### src/common/hvce_consts.svh
// constants of the host port tag and crc editor
`ifndef HVCE_CONSTS_SVH
`define HVCE_CONSTS_SVH
`define HVCE_NPORTS      5
`define HVCE_ADDR_CTRL   8'h00
`define HVCE_ADDR_TAG0   8'h10
`define HVCE_ADDR_MAP0   8'h30
`define HVCE_ADDR_STAT   8'h50
`define HVCE_PORT_SPAN   8'h14
`define HVCE_CTRL_STRIP  0
`define HVCE_CTRL_KIND   1
`define HVCE_CTRL_AWARE  2
`define HVCE_CTRL_ZERO   3
`define HVCE_CTRL_RST    4'h0
`define HVCE_TAG_RST     13'h0000
`define HVCE_MAP_RST     24'hfac688
`define HVCE_TPID        16'h8100
`define HVCE_TAG_POS     16'h000c
`define HVCE_TCI_POS     16'h000e
`define HVCE_MIN_DATA    16'h003c
`define HVCE_CRC_INIT    32'hffffffff
`define HVCE_POLY_ETH    32'hedb88320
`define HVCE_POLY_CAS    32'h82f63b78
`define HVCE_D2_PASS_CRC 19
`define HVCE_D2_CRC_KIND 18
`endif

### src/common/hvce_pkg.sv
// types and crc step shared by the host port tag and crc editor
`default_nettype none
`include "hvce_consts.svh"
package hvce_pkg;
  typedef enum logic [2:0] {
    PH_IDLE = 3'b000,
    PH_DATA = 3'b001,
    PH_TAIL = 3'b010,
    PH_CRC  = 3'b011,
    PH_END  = 3'b100
  } hvce_phase_e;
  typedef enum logic [1:0] {
    ED_NONE  = 2'b00,
    ED_INS   = 2'b01,
    ED_REPL  = 2'b10,
    ED_STRIP = 2'b11
  } hvce_edit_e;
  typedef struct packed {
    logic [127:0] data;
    logic         sop;
    logic         eop;
    logic [4:0]   nbytes;
  } hvce_word_s;
  typedef struct packed {
    logic [2:0] src_port;
    logic [2:0] rx_pri;
    logic       strip_tag;
    logic       crc_in;
    logic       crc_kind_in;
  } hvce_meta_s;
  typedef struct packed {
    logic present;
    logic kind;
  } hvce_crc_s;
  typedef struct packed {
    logic       directed;
    logic       reserved;
    logic [7:0] dest;
    logic       gen_crc;
    logic       crc_kind;
  } hvce_desc_s;
  // reflected crc over one byte, lsb first
  function automatic logic [31:0] hvce_crc_step(input logic [31:0] crc,
                                                input logic [7:0]  din,
                                                input logic        kind);
    logic [31:0] c;
    logic [31:0] poly;
    c = crc ^ {24'h000000, din};
    poly = kind ? `HVCE_POLY_CAS : `HVCE_POLY_ETH;
    for (int i = 0; i < 8; i++) begin
      c = c[0] ? ((c >> 1) ^ poly) : (c >> 1);
    end
    return c;
  endfunction
endpackage
`default_nettype wire

### src/design/hvce_top.sv
// host port egress tag/crc editor and host ingress descriptor decoder
// Operation
// - host crc strip set: egress packets carry no crc; clear: they carry one
// - crc kind bit picks ethernet (0) or castagnoli (1) crc on host egress
// - egress crc kind comes from configuration only, never from the packet
// - tag-aware mode off: packets leave unmodified
// - zero vid is priority tag unless zero-id-as-tagged is set
// - untagged, no strip: insert 0x8100 after source address then tag word
// - inserted word is header priority plus ingress port default cfi and vid
// - inserted tag pushes length/type four bytes later, kept intact
// - tag inserted and crc in data: crc regenerated
// - untagged with strip bit set leaves unchanged
// - priority tag, no strip: vid from port default, priority from port map
// - priority tag with strip: whole four-byte tag removed
// - removal with crc in data pads to 60 data bytes from input crc bytes
// - removal without crc in data: no padding
// - tag removal always regenerates the crc
// - vlan tag, no strip: priority replaced, crc regenerated when present
// - vlan tag with strip: removed, same pad and crc handling
// - host ingress takes 128-bit stream words on one stream
// - descriptor word 1 bits 7-0: directed destination, 0 not directed
// - descriptor word 2 bit 19: crc included flag
// - descriptor word 2 bit 18: ingress crc kind, per packet
// - no crc included: crc generated on ingress; else forwarded unchanged
//
// Design decisions made here: the register offsets and the strobed register port.
`timescale 1ns/10ps
`default_nettype none
`include "hvce_consts.svh"
module hvce_top (
  input  wire logic                SYS_CLK,
  input  wire logic                NRST,
  input  wire logic [7:0]          REG_ADDR,
  input  wire logic [31:0]         REG_WDATA,
  input  wire logic                REG_WR,
  input  wire logic                REG_RD,
  output logic [31:0]              REG_RDATA,
  input  wire hvce_pkg::hvce_word_s EG_IN,
  input  wire hvce_pkg::hvce_meta_s EG_IN_META,
  input  wire logic                EG_IN_VALID,
  output logic                     EG_IN_READY,
  output hvce_pkg::hvce_word_s     EG_OUT,
  output hvce_pkg::hvce_crc_s      EG_OUT_CRC,
  output logic                     EG_OUT_VALID,
  input  wire logic                EG_OUT_READY,
  input  wire logic                DESC_VALID,
  input  wire logic [31:0]         DESC_WORD1,
  input  wire logic [31:0]         DESC_WORD2,
  output hvce_pkg::hvce_desc_s     DESC_OUT,
  output logic                     DESC_OUT_VALID
);
  logic [3:0]  ctrl_reg;
  logic [12:0] tag_reg [0:`HVCE_NPORTS-1];
  logic [23:0] map_reg [0:`HVCE_NPORTS-1];
  logic [15:0] pkt_cnt_reg;

  // register decode; each port owns one word in the tag and map windows
  wire [7:0] tag_off = REG_ADDR - `HVCE_ADDR_TAG0;
  wire [7:0] map_off = REG_ADDR - `HVCE_ADDR_MAP0;
  wire       tag_hit = (tag_off < `HVCE_PORT_SPAN) && (tag_off[1:0] == 2'b00);
  wire       map_hit = (map_off < `HVCE_PORT_SPAN) && (map_off[1:0] == 2'b00);
  wire [2:0] tag_i = tag_off[4:2];
  wire [2:0] map_i = map_off[4:2];
  wire       wr_ctrl = REG_WR && (REG_ADDR == `HVCE_ADDR_CTRL);

  hvce_pkg::hvce_phase_e phase_reg;
  wire [31:0] rd_mux = (REG_ADDR == `HVCE_ADDR_CTRL) ? {28'h0000000, ctrl_reg} :
                       (REG_ADDR == `HVCE_ADDR_STAT) ?
                         {15'h0000, (phase_reg != hvce_pkg::PH_IDLE), pkt_cnt_reg} :
                       tag_hit ? {19'h00000, tag_reg[tag_i]} :
                       map_hit ? {8'h00, map_reg[map_i]} : 32'h00000000;

  always_ff @(posedge SYS_CLK or negedge NRST) begin
    if (!NRST) begin
      ctrl_reg  <= `HVCE_CTRL_RST;
      REG_RDATA <= 32'h00000000;
    end else begin
      if (wr_ctrl) begin
        ctrl_reg <= REG_WDATA[3:0];
      end
      REG_RDATA <= REG_RD ? rd_mux : 32'h00000000;
    end
  end

  for (genvar g = 0; g < `HVCE_NPORTS; g++) begin : g_port
    always_ff @(posedge SYS_CLK or negedge NRST) begin
      if (!NRST) begin
        tag_reg[g] <= `HVCE_TAG_RST;
        map_reg[g] <= `HVCE_MAP_RST;
      end else begin
        if (REG_WR && tag_hit && (tag_i == 3'(g))) begin
          tag_reg[g] <= REG_WDATA[12:0];
        end
        if (REG_WR && map_hit && (map_i == 3'(g))) begin
          map_reg[g] <= REG_WDATA[23:0];
        end
      end
    end
  end

  // classification of the first word of a packet, as it is taken
  wire [7:0]  b12 = EG_IN.data[103:96];
  wire [7:0]  b13 = EG_IN.data[111:104];
  wire [7:0]  b14 = EG_IN.data[119:112];
  wire [7:0]  b15 = EG_IN.data[127:120];
  wire        is_tagged = ({b12, b13} == `HVCE_TPID);
  wire [11:0] pkt_vid = {b14[3:0], b15};
  wire        prio_tag = is_tagged && (pkt_vid == 12'h000) && !ctrl_reg[`HVCE_CTRL_ZERO];
  wire        port_ok = (EG_IN_META.src_port < 3'(`HVCE_NPORTS));
  wire [12:0] def_tag = port_ok ? tag_reg[EG_IN_META.src_port] : `HVCE_TAG_RST;
  wire [23:0] pri_map = port_ok ? map_reg[EG_IN_META.src_port] : `HVCE_MAP_RST;
  wire [2:0]  hdr_pri = pri_map[{EG_IN_META.rx_pri, 1'b0} + {2'b00, EG_IN_META.rx_pri} +: 3];
  wire [15:0] new_tci = !is_tagged ? {hdr_pri, def_tag} :
                        prio_tag ? {hdr_pri, b14[4], def_tag[11:0]} :
                        {hdr_pri, b14[4], pkt_vid};
  wire hvce_pkg::hvce_edit_e edit_sel =
      !ctrl_reg[`HVCE_CTRL_AWARE] ? hvce_pkg::ED_NONE :
      !is_tagged ? (EG_IN_META.strip_tag ? hvce_pkg::ED_NONE :
                                           hvce_pkg::ED_INS) :
      (EG_IN_META.strip_tag ? hvce_pkg::ED_STRIP : hvce_pkg::ED_REPL);

  hvce_pkg::hvce_word_s  in_reg;
  hvce_pkg::hvce_meta_s  meta_reg;
  hvce_pkg::hvce_edit_e  edit_reg;
  logic        in_full_reg;
  logic [3:0]  lane_reg;
  logic [15:0] pos_reg;
  logic [15:0] tci_reg;
  logic [2:0]  ins_cnt_reg;
  logic        pkt_strip_reg;
  logic        pkt_kind_reg;
  logic [31:0] dly_reg;
  logic [2:0]  dly_cnt_reg;
  logic [127:0] acc_reg;
  logic [4:0]  acc_cnt_reg;
  logic [15:0] ocnt_reg;
  logic [31:0] crc_reg;
  logic [1:0]  crc_idx_reg;
  logic        first_reg;

  wire accept = EG_IN_VALID && EG_IN_READY;
  wire go = !EG_OUT_VALID || EG_OUT_READY;
  wire step_data = (phase_reg == hvce_pkg::PH_DATA) && in_full_reg && go;
  wire step_tail = (phase_reg == hvce_pkg::PH_TAIL) && go;
  wire step_crc  = (phase_reg == hvce_pkg::PH_CRC) && go;
  wire step_end  = (phase_reg == hvce_pkg::PH_END) && go;

  wire [7:0]  cur_byte = in_reg.data[{lane_reg, 3'b000} +: 8];
  wire        last_lane = ({1'b0, lane_reg} == (in_reg.nbytes - 5'd1));
  wire [31:0] tag_word = {`HVCE_TPID, tci_reg};
  // insertion holds the input byte, so length/type slips four bytes later
  wire        ins_now = (edit_reg == hvce_pkg::ED_INS) && (pos_reg == `HVCE_TAG_POS)
                        && (ins_cnt_reg != 3'd4);
  wire        skip = (edit_reg == hvce_pkg::ED_STRIP) && (pos_reg >= `HVCE_TAG_POS)
                     && (pos_reg < `HVCE_TAG_POS + 16'd4);
  wire        repl_hi = (edit_reg == hvce_pkg::ED_REPL) && (pos_reg == `HVCE_TCI_POS);
  wire        repl_lo = (edit_reg == hvce_pkg::ED_REPL) && (pos_reg == `HVCE_TCI_POS + 16'd1);
  wire [7:0]  emit_byte = ins_now ? tag_word[{2'd3 - ins_cnt_reg[1:0], 3'b000} +: 8] :
                          repl_hi ? tci_reg[15:8] :
                          repl_lo ? tci_reg[7:0] : cur_byte;
  wire        emit = step_data && (ins_now || !skip);
  wire        consume = step_data && !ins_now;
  // with crc in the data, the last four bytes sit in the delay line at the end
  wire        to_dly = emit && meta_reg.crc_in;
  wire        pad_now = step_tail && (edit_reg == hvce_pkg::ED_STRIP) && meta_reg.crc_in
                        && (ocnt_reg < `HVCE_MIN_DATA) && (dly_cnt_reg != 3'd0);
  wire        dly_pop = (to_dly && (dly_cnt_reg == 3'd4)) || pad_now;
  // original crc survives only if nothing changed and its kind already fits
  wire        pass_orig = (edit_reg == hvce_pkg::ED_NONE) && meta_reg.crc_in
                          && (meta_reg.crc_kind_in == pkt_kind_reg)
                          && (dly_cnt_reg == 3'd4);
  wire [31:0] crc_src = pass_orig ? dly_reg : ~crc_reg;
  wire [7:0]  crc_byte = crc_src[{crc_idx_reg, 3'b000} +: 8];
  wire        push_en = (emit && !meta_reg.crc_in) || dly_pop || step_crc;
  wire [7:0]  push_byte = (emit && !meta_reg.crc_in) ? emit_byte :
                          step_crc ? crc_byte : dly_reg[7:0];
  wire        push_data = push_en && !step_crc;

  always_ff @(posedge SYS_CLK or negedge NRST) begin
    if (!NRST) begin
      phase_reg   <= hvce_pkg::PH_IDLE;
      EG_IN_READY <= 1'b0;
      in_full_reg <= 1'b0;
      in_reg      <= '0;
      meta_reg    <= '0;
      edit_reg    <= hvce_pkg::ED_NONE;
      tci_reg     <= 16'h0000;
      lane_reg    <= 4'h0;
      pos_reg     <= 16'h0000;
      ins_cnt_reg <= 3'd0;
      pkt_strip_reg <= 1'b0;
      pkt_kind_reg  <= 1'b0;
      crc_idx_reg <= 2'd0;
      pkt_cnt_reg <= 16'h0000;
    end else begin
      if (phase_reg == hvce_pkg::PH_IDLE) begin
        EG_IN_READY <= !accept;
      end
      if (accept) begin
        in_reg      <= EG_IN;
        in_full_reg <= 1'b1;
        EG_IN_READY <= 1'b0;
        lane_reg    <= 4'h0;
        if (phase_reg == hvce_pkg::PH_IDLE) begin
          phase_reg <= hvce_pkg::PH_DATA;
        end
        if (EG_IN.sop) begin
          meta_reg      <= EG_IN_META;
          edit_reg      <= edit_sel;
          tci_reg       <= new_tci;
          pos_reg       <= 16'h0000;
          ins_cnt_reg   <= 3'd0;
          pkt_strip_reg <= ctrl_reg[`HVCE_CTRL_STRIP];
          pkt_kind_reg  <= ctrl_reg[`HVCE_CTRL_KIND];
        end
      end
      if (ins_now && step_data) begin
        ins_cnt_reg <= ins_cnt_reg + 3'd1;
      end
      if (consume) begin
        lane_reg <= lane_reg + 4'h1;
        pos_reg  <= pos_reg + 16'h0001;
        if (last_lane) begin
          in_full_reg <= 1'b0;
          EG_IN_READY <= !in_reg.eop;
          if (in_reg.eop) begin
            phase_reg <= hvce_pkg::PH_TAIL;
          end
        end
      end
      if (step_tail && !pad_now) begin
        phase_reg   <= pkt_strip_reg ? hvce_pkg::PH_END : hvce_pkg::PH_CRC;
        crc_idx_reg <= 2'd0;
      end
      if (step_crc) begin
        crc_idx_reg <= crc_idx_reg + 2'd1;
        if (crc_idx_reg == 2'd3) begin
          phase_reg <= hvce_pkg::PH_END;
        end
      end
      if (step_end) begin
        phase_reg   <= hvce_pkg::PH_IDLE;
        EG_IN_READY <= 1'b1;
        pkt_cnt_reg <= pkt_cnt_reg + 16'h0001;
      end
    end
  end

  always_ff @(posedge SYS_CLK or negedge NRST) begin
    if (!NRST) begin
      dly_reg     <= 32'h00000000;
      dly_cnt_reg <= 3'd0;
    end else if (step_end) begin
      dly_cnt_reg <= 3'd0;
    end else if (to_dly && (dly_cnt_reg == 3'd4)) begin
      dly_reg <= {emit_byte, dly_reg[31:8]};
    end else if (to_dly) begin
      dly_reg[{dly_cnt_reg[1:0], 3'b000} +: 8] <= emit_byte;
      dly_cnt_reg <= dly_cnt_reg + 3'd1;
    end else if (pad_now) begin
      dly_reg     <= {8'h00, dly_reg[31:8]};
      dly_cnt_reg <= dly_cnt_reg - 3'd1;
    end
  end

  // a full word is held back until the next byte, so the last word always carries eop
  always_ff @(posedge SYS_CLK or negedge NRST) begin
    if (!NRST) begin
      acc_reg      <= 128'h0;
      acc_cnt_reg  <= 5'd0;
      ocnt_reg     <= 16'h0000;
      crc_reg      <= `HVCE_CRC_INIT;
      first_reg    <= 1'b1;
      EG_OUT       <= '0;
      EG_OUT_VALID <= 1'b0;
      EG_OUT_CRC   <= '0;
    end else begin
      if (EG_OUT_VALID && EG_OUT_READY) begin
        EG_OUT_VALID <= 1'b0;
      end
      if (push_en && (acc_cnt_reg == 5'd16)) begin
        EG_OUT       <= '{data: acc_reg, sop: first_reg, eop: 1'b0, nbytes: 5'd16};
        EG_OUT_VALID <= 1'b1;
        first_reg    <= 1'b0;
        acc_reg      <= {120'h0, push_byte};
        acc_cnt_reg  <= 5'd1;
      end else if (push_en) begin
        acc_reg[{acc_cnt_reg[3:0], 3'b000} +: 8] <= push_byte;
        acc_cnt_reg <= acc_cnt_reg + 5'd1;
      end
      if (push_data) begin
        ocnt_reg <= ocnt_reg + 16'h0001;
        crc_reg  <= hvce_pkg::hvce_crc_step(crc_reg, push_byte, pkt_kind_reg);
      end
      if (step_end) begin
        EG_OUT       <= '{data: acc_reg, sop: first_reg, eop: 1'b1, nbytes: acc_cnt_reg};
        EG_OUT_VALID <= 1'b1;
        EG_OUT_CRC   <= '{present: !pkt_strip_reg, kind: pkt_kind_reg};
        first_reg    <= 1'b1;
        acc_cnt_reg  <= 5'd0;
        ocnt_reg     <= 16'h0000;
        crc_reg      <= `HVCE_CRC_INIT;
      end
    end
  end

  // host ingress descriptor decode; directing to several ports is the sender's fault
  wire [7:0] d_dest = DESC_WORD1[7:0];
  always_ff @(posedge SYS_CLK or negedge NRST) begin
    if (!NRST) begin
      DESC_OUT       <= '0;
      DESC_OUT_VALID <= 1'b0;
    end else begin
      DESC_OUT_VALID <= DESC_VALID;
      if (DESC_VALID) begin
        DESC_OUT <= '{directed: (d_dest != 8'h00) && (d_dest < 8'(`HVCE_NPORTS)),
                      reserved: (d_dest >= 8'(`HVCE_NPORTS)),
                      dest: d_dest,
                      gen_crc: !DESC_WORD2[`HVCE_D2_PASS_CRC],
                      crc_kind: DESC_WORD2[`HVCE_D2_CRC_KIND]};
      end
    end
  end
endmodule
`default_nettype wire

### config.mk
export PLATFORM = sky130hd
export DESIGN_NAME = hvce_top
export DESIGN_NICKNAME = d
export VERILOG_FILES = /design/src/common/hvce_pkg.sv /design/src/design/hvce_top.sv
export VERILOG_INCLUDE_DIRS = /design/src /design/src/common
export SDC_FILE = /design/constraint.sdc
export NUM_CORES = 2
export LEC_CHECK = 0
export BUFFER_PORTS_ARGS = -buffer_cell sky130_fd_sc_hd__buf_2
export CAP_MARGIN = 5
export CORE_MARGIN = 3
export CORE_UTILIZATION = 50
export CTS_BUF_LIST = sky130_fd_sc_hd__clkbuf_8
export DETAILED_ROUTE_END_ITERATION = 10
export PLACE_DENSITY = 0.7
export SYNTH_ARGS = -nofsm -noshare
export SYNTH_HDL_FRONTEND = slang
export SYNTH_SLANG_ARGS = --single-unit
### constraint.sdc
create_clock -name SYS_CLK -period 5.65 [get_ports SYS_CLK]
set_clock_uncertainty 0.1 [all_clocks]
set_input_delay 1.695 -clock SYS_CLK [delete_from_list [all_inputs] [get_ports SYS_CLK]]
set_output_delay 1.695 -clock SYS_CLK [all_outputs]
set_load 0.02 [all_outputs]
==> run_results.csv <==
group,metric,value,unit
drt,initialDrtViolationCount,2266,
flow_run,maxCapViolCount,0,
timing,post-route-period-util,83.1,%
critical_path,cp-start-kind,"flop",
timing,maxSlewHeadroom,21.2,%
clock_tree,cts_tree,"built",
critical_path,path_buf_inv,2,
die,io_pins,439,
logic_synthesis,seq_area_frac_synth,51.0,%
clock_tree,htree_levels,4,
clock_tree,clockBufferDepth,3,
place,gp_congestion,0.932,
drt,wl,105,mm
die,die-width,284,um
critical_path,cp-end-kind,"flop",
final_layout,post_route_cells_drive_above_1_share,31.6,%
final_layout,stdcell_count,5000,
power_and_ir_drop,power_density,675,mW/mm^2
power_and_ir_drop,finalPower,30100,uW
place,dpl_worst_slack,0.258,ns
die,start_util,50.7,%
critical_path,crit_type,"reg2reg",
final_layout,finish.instance_area,0.0446,mm^2
critical_path,cp_top_family,"compound AO/OA/AOI/OAI gates",
grt,gr-usage-all-layers,25.6,%
timing,finalSetupTns,0,ns
critical_path,cp.arrival,5.29,ns
final_layout,layout.nets,4128,
critical_path,crit_fanout,14,
timing,tightestPinTransition,1.17,ns
die,rows,101,
grt,grt-ovfl-total,0,
final_layout,syn_to_final_growth,15.4,%
clock_tree,cts_sinks,783,
timing,setup_ws,0.956,ns
logic_synthesis,synthFlopType,"dfrtp_1",
clock_tree,cts_setup_buffers,0,
die,core_area,0.0763,mm^2
die,dieArea,0.0807,mm^2
grt,grt_start_max_net_pins,146,
worst_hold_path,hp-class,"reg2reg",
drt,ant_nets,0,
timing,max_freq,0.213,GHz
logic_synthesis,ys_ff_latch,783,
timing,min_period,4.69,ns
timing,rsz0062_at_grt,"no",
critical_path,slowest_stage,"dfrtp_1",
drt,drc,0,
logic_synthesis,synthesis.area,0.0387,mm^2
drt,drtPass1Iterations,6,
timing,finalSetupViolations,0,
critical_path,max_stage_delay,0.50,ns
drt,vias,28600,
die,die_y,284,um
logic_synthesis,synth_top_area_cell,"dfrtp_1",
status,status,"complete, no violations",
drt,viasPerCell,5.72,
logic_synthesis,syn_inst,3485,
grt,grt_pass1_vias,28400,
clock_tree,cts_root_buf,"clkbuf_8",
clock_tree,cts_buffers,135,
logic_synthesis,synth_cell_types,97,
clock_tree,insertion_delay,0.81,ns
logic_synthesis,async_flop_share,100,%
place,placed_area,0.0417,mm^2
place,io_buffers,368,
place,place_hpwl,71.4,mm
drt,wl_per_cell,20.9,um
place,dp_cells,4741,
clock_tree,hold_buffers,0,
final_layout,largest_register_ffs,135,
logic_synthesis,synth_warnings,0,
logic_synthesis,yosys-top-cells-area,"dfrtp_1, mux2_2, dfstp_2",
clock_tree,clk_pin_slew_worst_paths,0.06,ns
logic_synthesis,synth_area_per_cell,11.1,um^2
grt,grt_pass1_wl,164,mm
logic_synthesis,yosysTopAreaCellShare,44.6,%
grt,antenna_found_initial,23,
final_layout,final_common_cell,"dfrtp_1",
critical_path,required,6.25,ns
final_layout,layout.cells.most_common_list,"dfrtp_1, nand2_1, buf_2",
critical_path,crit_chain,"inv_1 -> ha_1 -> nand4b_1 -> o311ai_0 -> o311a_1 -> o221ai_1 -> a2111o_1 -> o211ai_1 -> buf_4 -> nand2b_1 -> mux2i_1 -> xnor2_2 -> xor3_1 -> a21oi_1",
clock_tree,post_cts_resized,0,
power_and_ir_drop,max-vdd-ir-drop,0.944,mV
timing,hold_viol_final,0,
timing,final_max_slew_viol_count,0,
power_and_ir_drop,p_leak,0.0213,uW
logic_synthesis,synth_edf_count,0,
==> layout make-up <==
type                            count  area [um^2]
Inverter                           51          191
Multi-Input combinational cell   2410        17800
Clock buffer                      168         2310
Clock inverter                     76          531
Antenna cell                       15         37.5
Tap cell                         1030         1290
Sequential cell                   783        19700
Timing Repair Buffer              467         2730
Fill cell                        6516        31700
==> per-layer routing <==
metal | GRT usage [%] | wire length, um
met2 | 40.6 | 49800
met5 | 0 | 88
met3 | 5.61 | 7280
met4 | 8.89 | 2880
met1 | 34.9 | 44500
==> stage by stage <==
| step | hold slack [ns] | util (%) |
|---|---|---|
| 2_1_floorplan | 0.339 | - |
| 3_3_place_gp | 0.345 | 54.7 |
| 3_5_place_dp | 0.350 | 54.7 |
| 4_1_cts | 0.349 | 58.4 |
| 5_1_grt | 0.371 | 58.4 |
| 6_report | 0.352 | 58.5 |
==> worst paths after layout <==
check                                                start                 endpoint  slack [ns]  cells past startpoint
worst max-delay path            dly_cnt_reg[0]$_DFFE_PN0P_   crc_reg[9]$_DFFE_PN1P_        0.96                     14
worst min-delay path               acc_reg[48]$_DFFE_PN0P_   EG_OUT[55]$_DFFE_PN0P_        0.35                      2
worst max register to register  dly_cnt_reg[0]$_DFFE_PN0P_   crc_reg[9]$_DFFE_PN1P_        0.96                     14
worst min register to register     acc_reg[48]$_DFFE_PN0P_   EG_OUT[55]$_DFFE_PN0P_        0.35                      2
max in group asynchronous                             NRST  in_reg[108]$_DFFE_PN0P_        3.30                      3
min in group asynchronous                             NRST   EG_OUT[11]$_DFFE_PN0P_        0.77                      1
==> Yosys cell counts (27+ instances only) <==
library cell	number
clkbuf_1	170
nand2_1	638
xnor2_1	83
o22ai_1	34
and3_1	46
mux2_2	359
buf_1	42
nor3_1	33
dfstp_2	93
nor2_1	162
inv_1	50
xor2_1	48
dfrtp_1	690
mux2i_1	125
o22a_1	27
a22o_1	29
mux4_2	86
nand3_1	114
a22oi_1	32
o21ai_0	165
a21oi_1	109
==> worst reg2reg max path: stages (launching register included) <==
cell and delay, ns:
dfrtp_1 0.50, inv_1 0.21, ha_1 0.30, nand4b_1 0.43, o311ai_0 0.47, o311a_1 0.22
o221ai_1 0.15, a2111o_1 0.44, o211ai_1 0.10, buf_4 0.30, nand2b_1 0.24, mux2i_1 0.14
xnor2_2 0.38, xor3_1 0.48, a21oi_1 0.16
==> cells by family after synthesis <==
| logic type | Yosys count | share of synthesized area, % |
|---|---|---|
| fa+ha+maj | 25 | 0.848 |
| simple gates | 1103 | 12.4 |
| other cells | 1 | 0.00970 |
| flops | 783 | 51.0 |
| compound gates | 539 | 9.06 |
| mux | 570 | 18.7 |
| buf+inv | 299 | 3.20 |
| xor+xnor | 165 | 4.85 |
==> where the power goes <==
| group | switching, uW | leakage, uW | total (uW) | internal, uW |
|---|---|---|---|---|
| logic | 8530 | 0.00967 | 16000 | 7430 |
| clock network | 2470 | 0.00163 | 5350 | 2880 |
| registers | 1300 | 0.00996 | 8780 | 7490 |
Note: power is estimated with default switching activity, not from simulation.
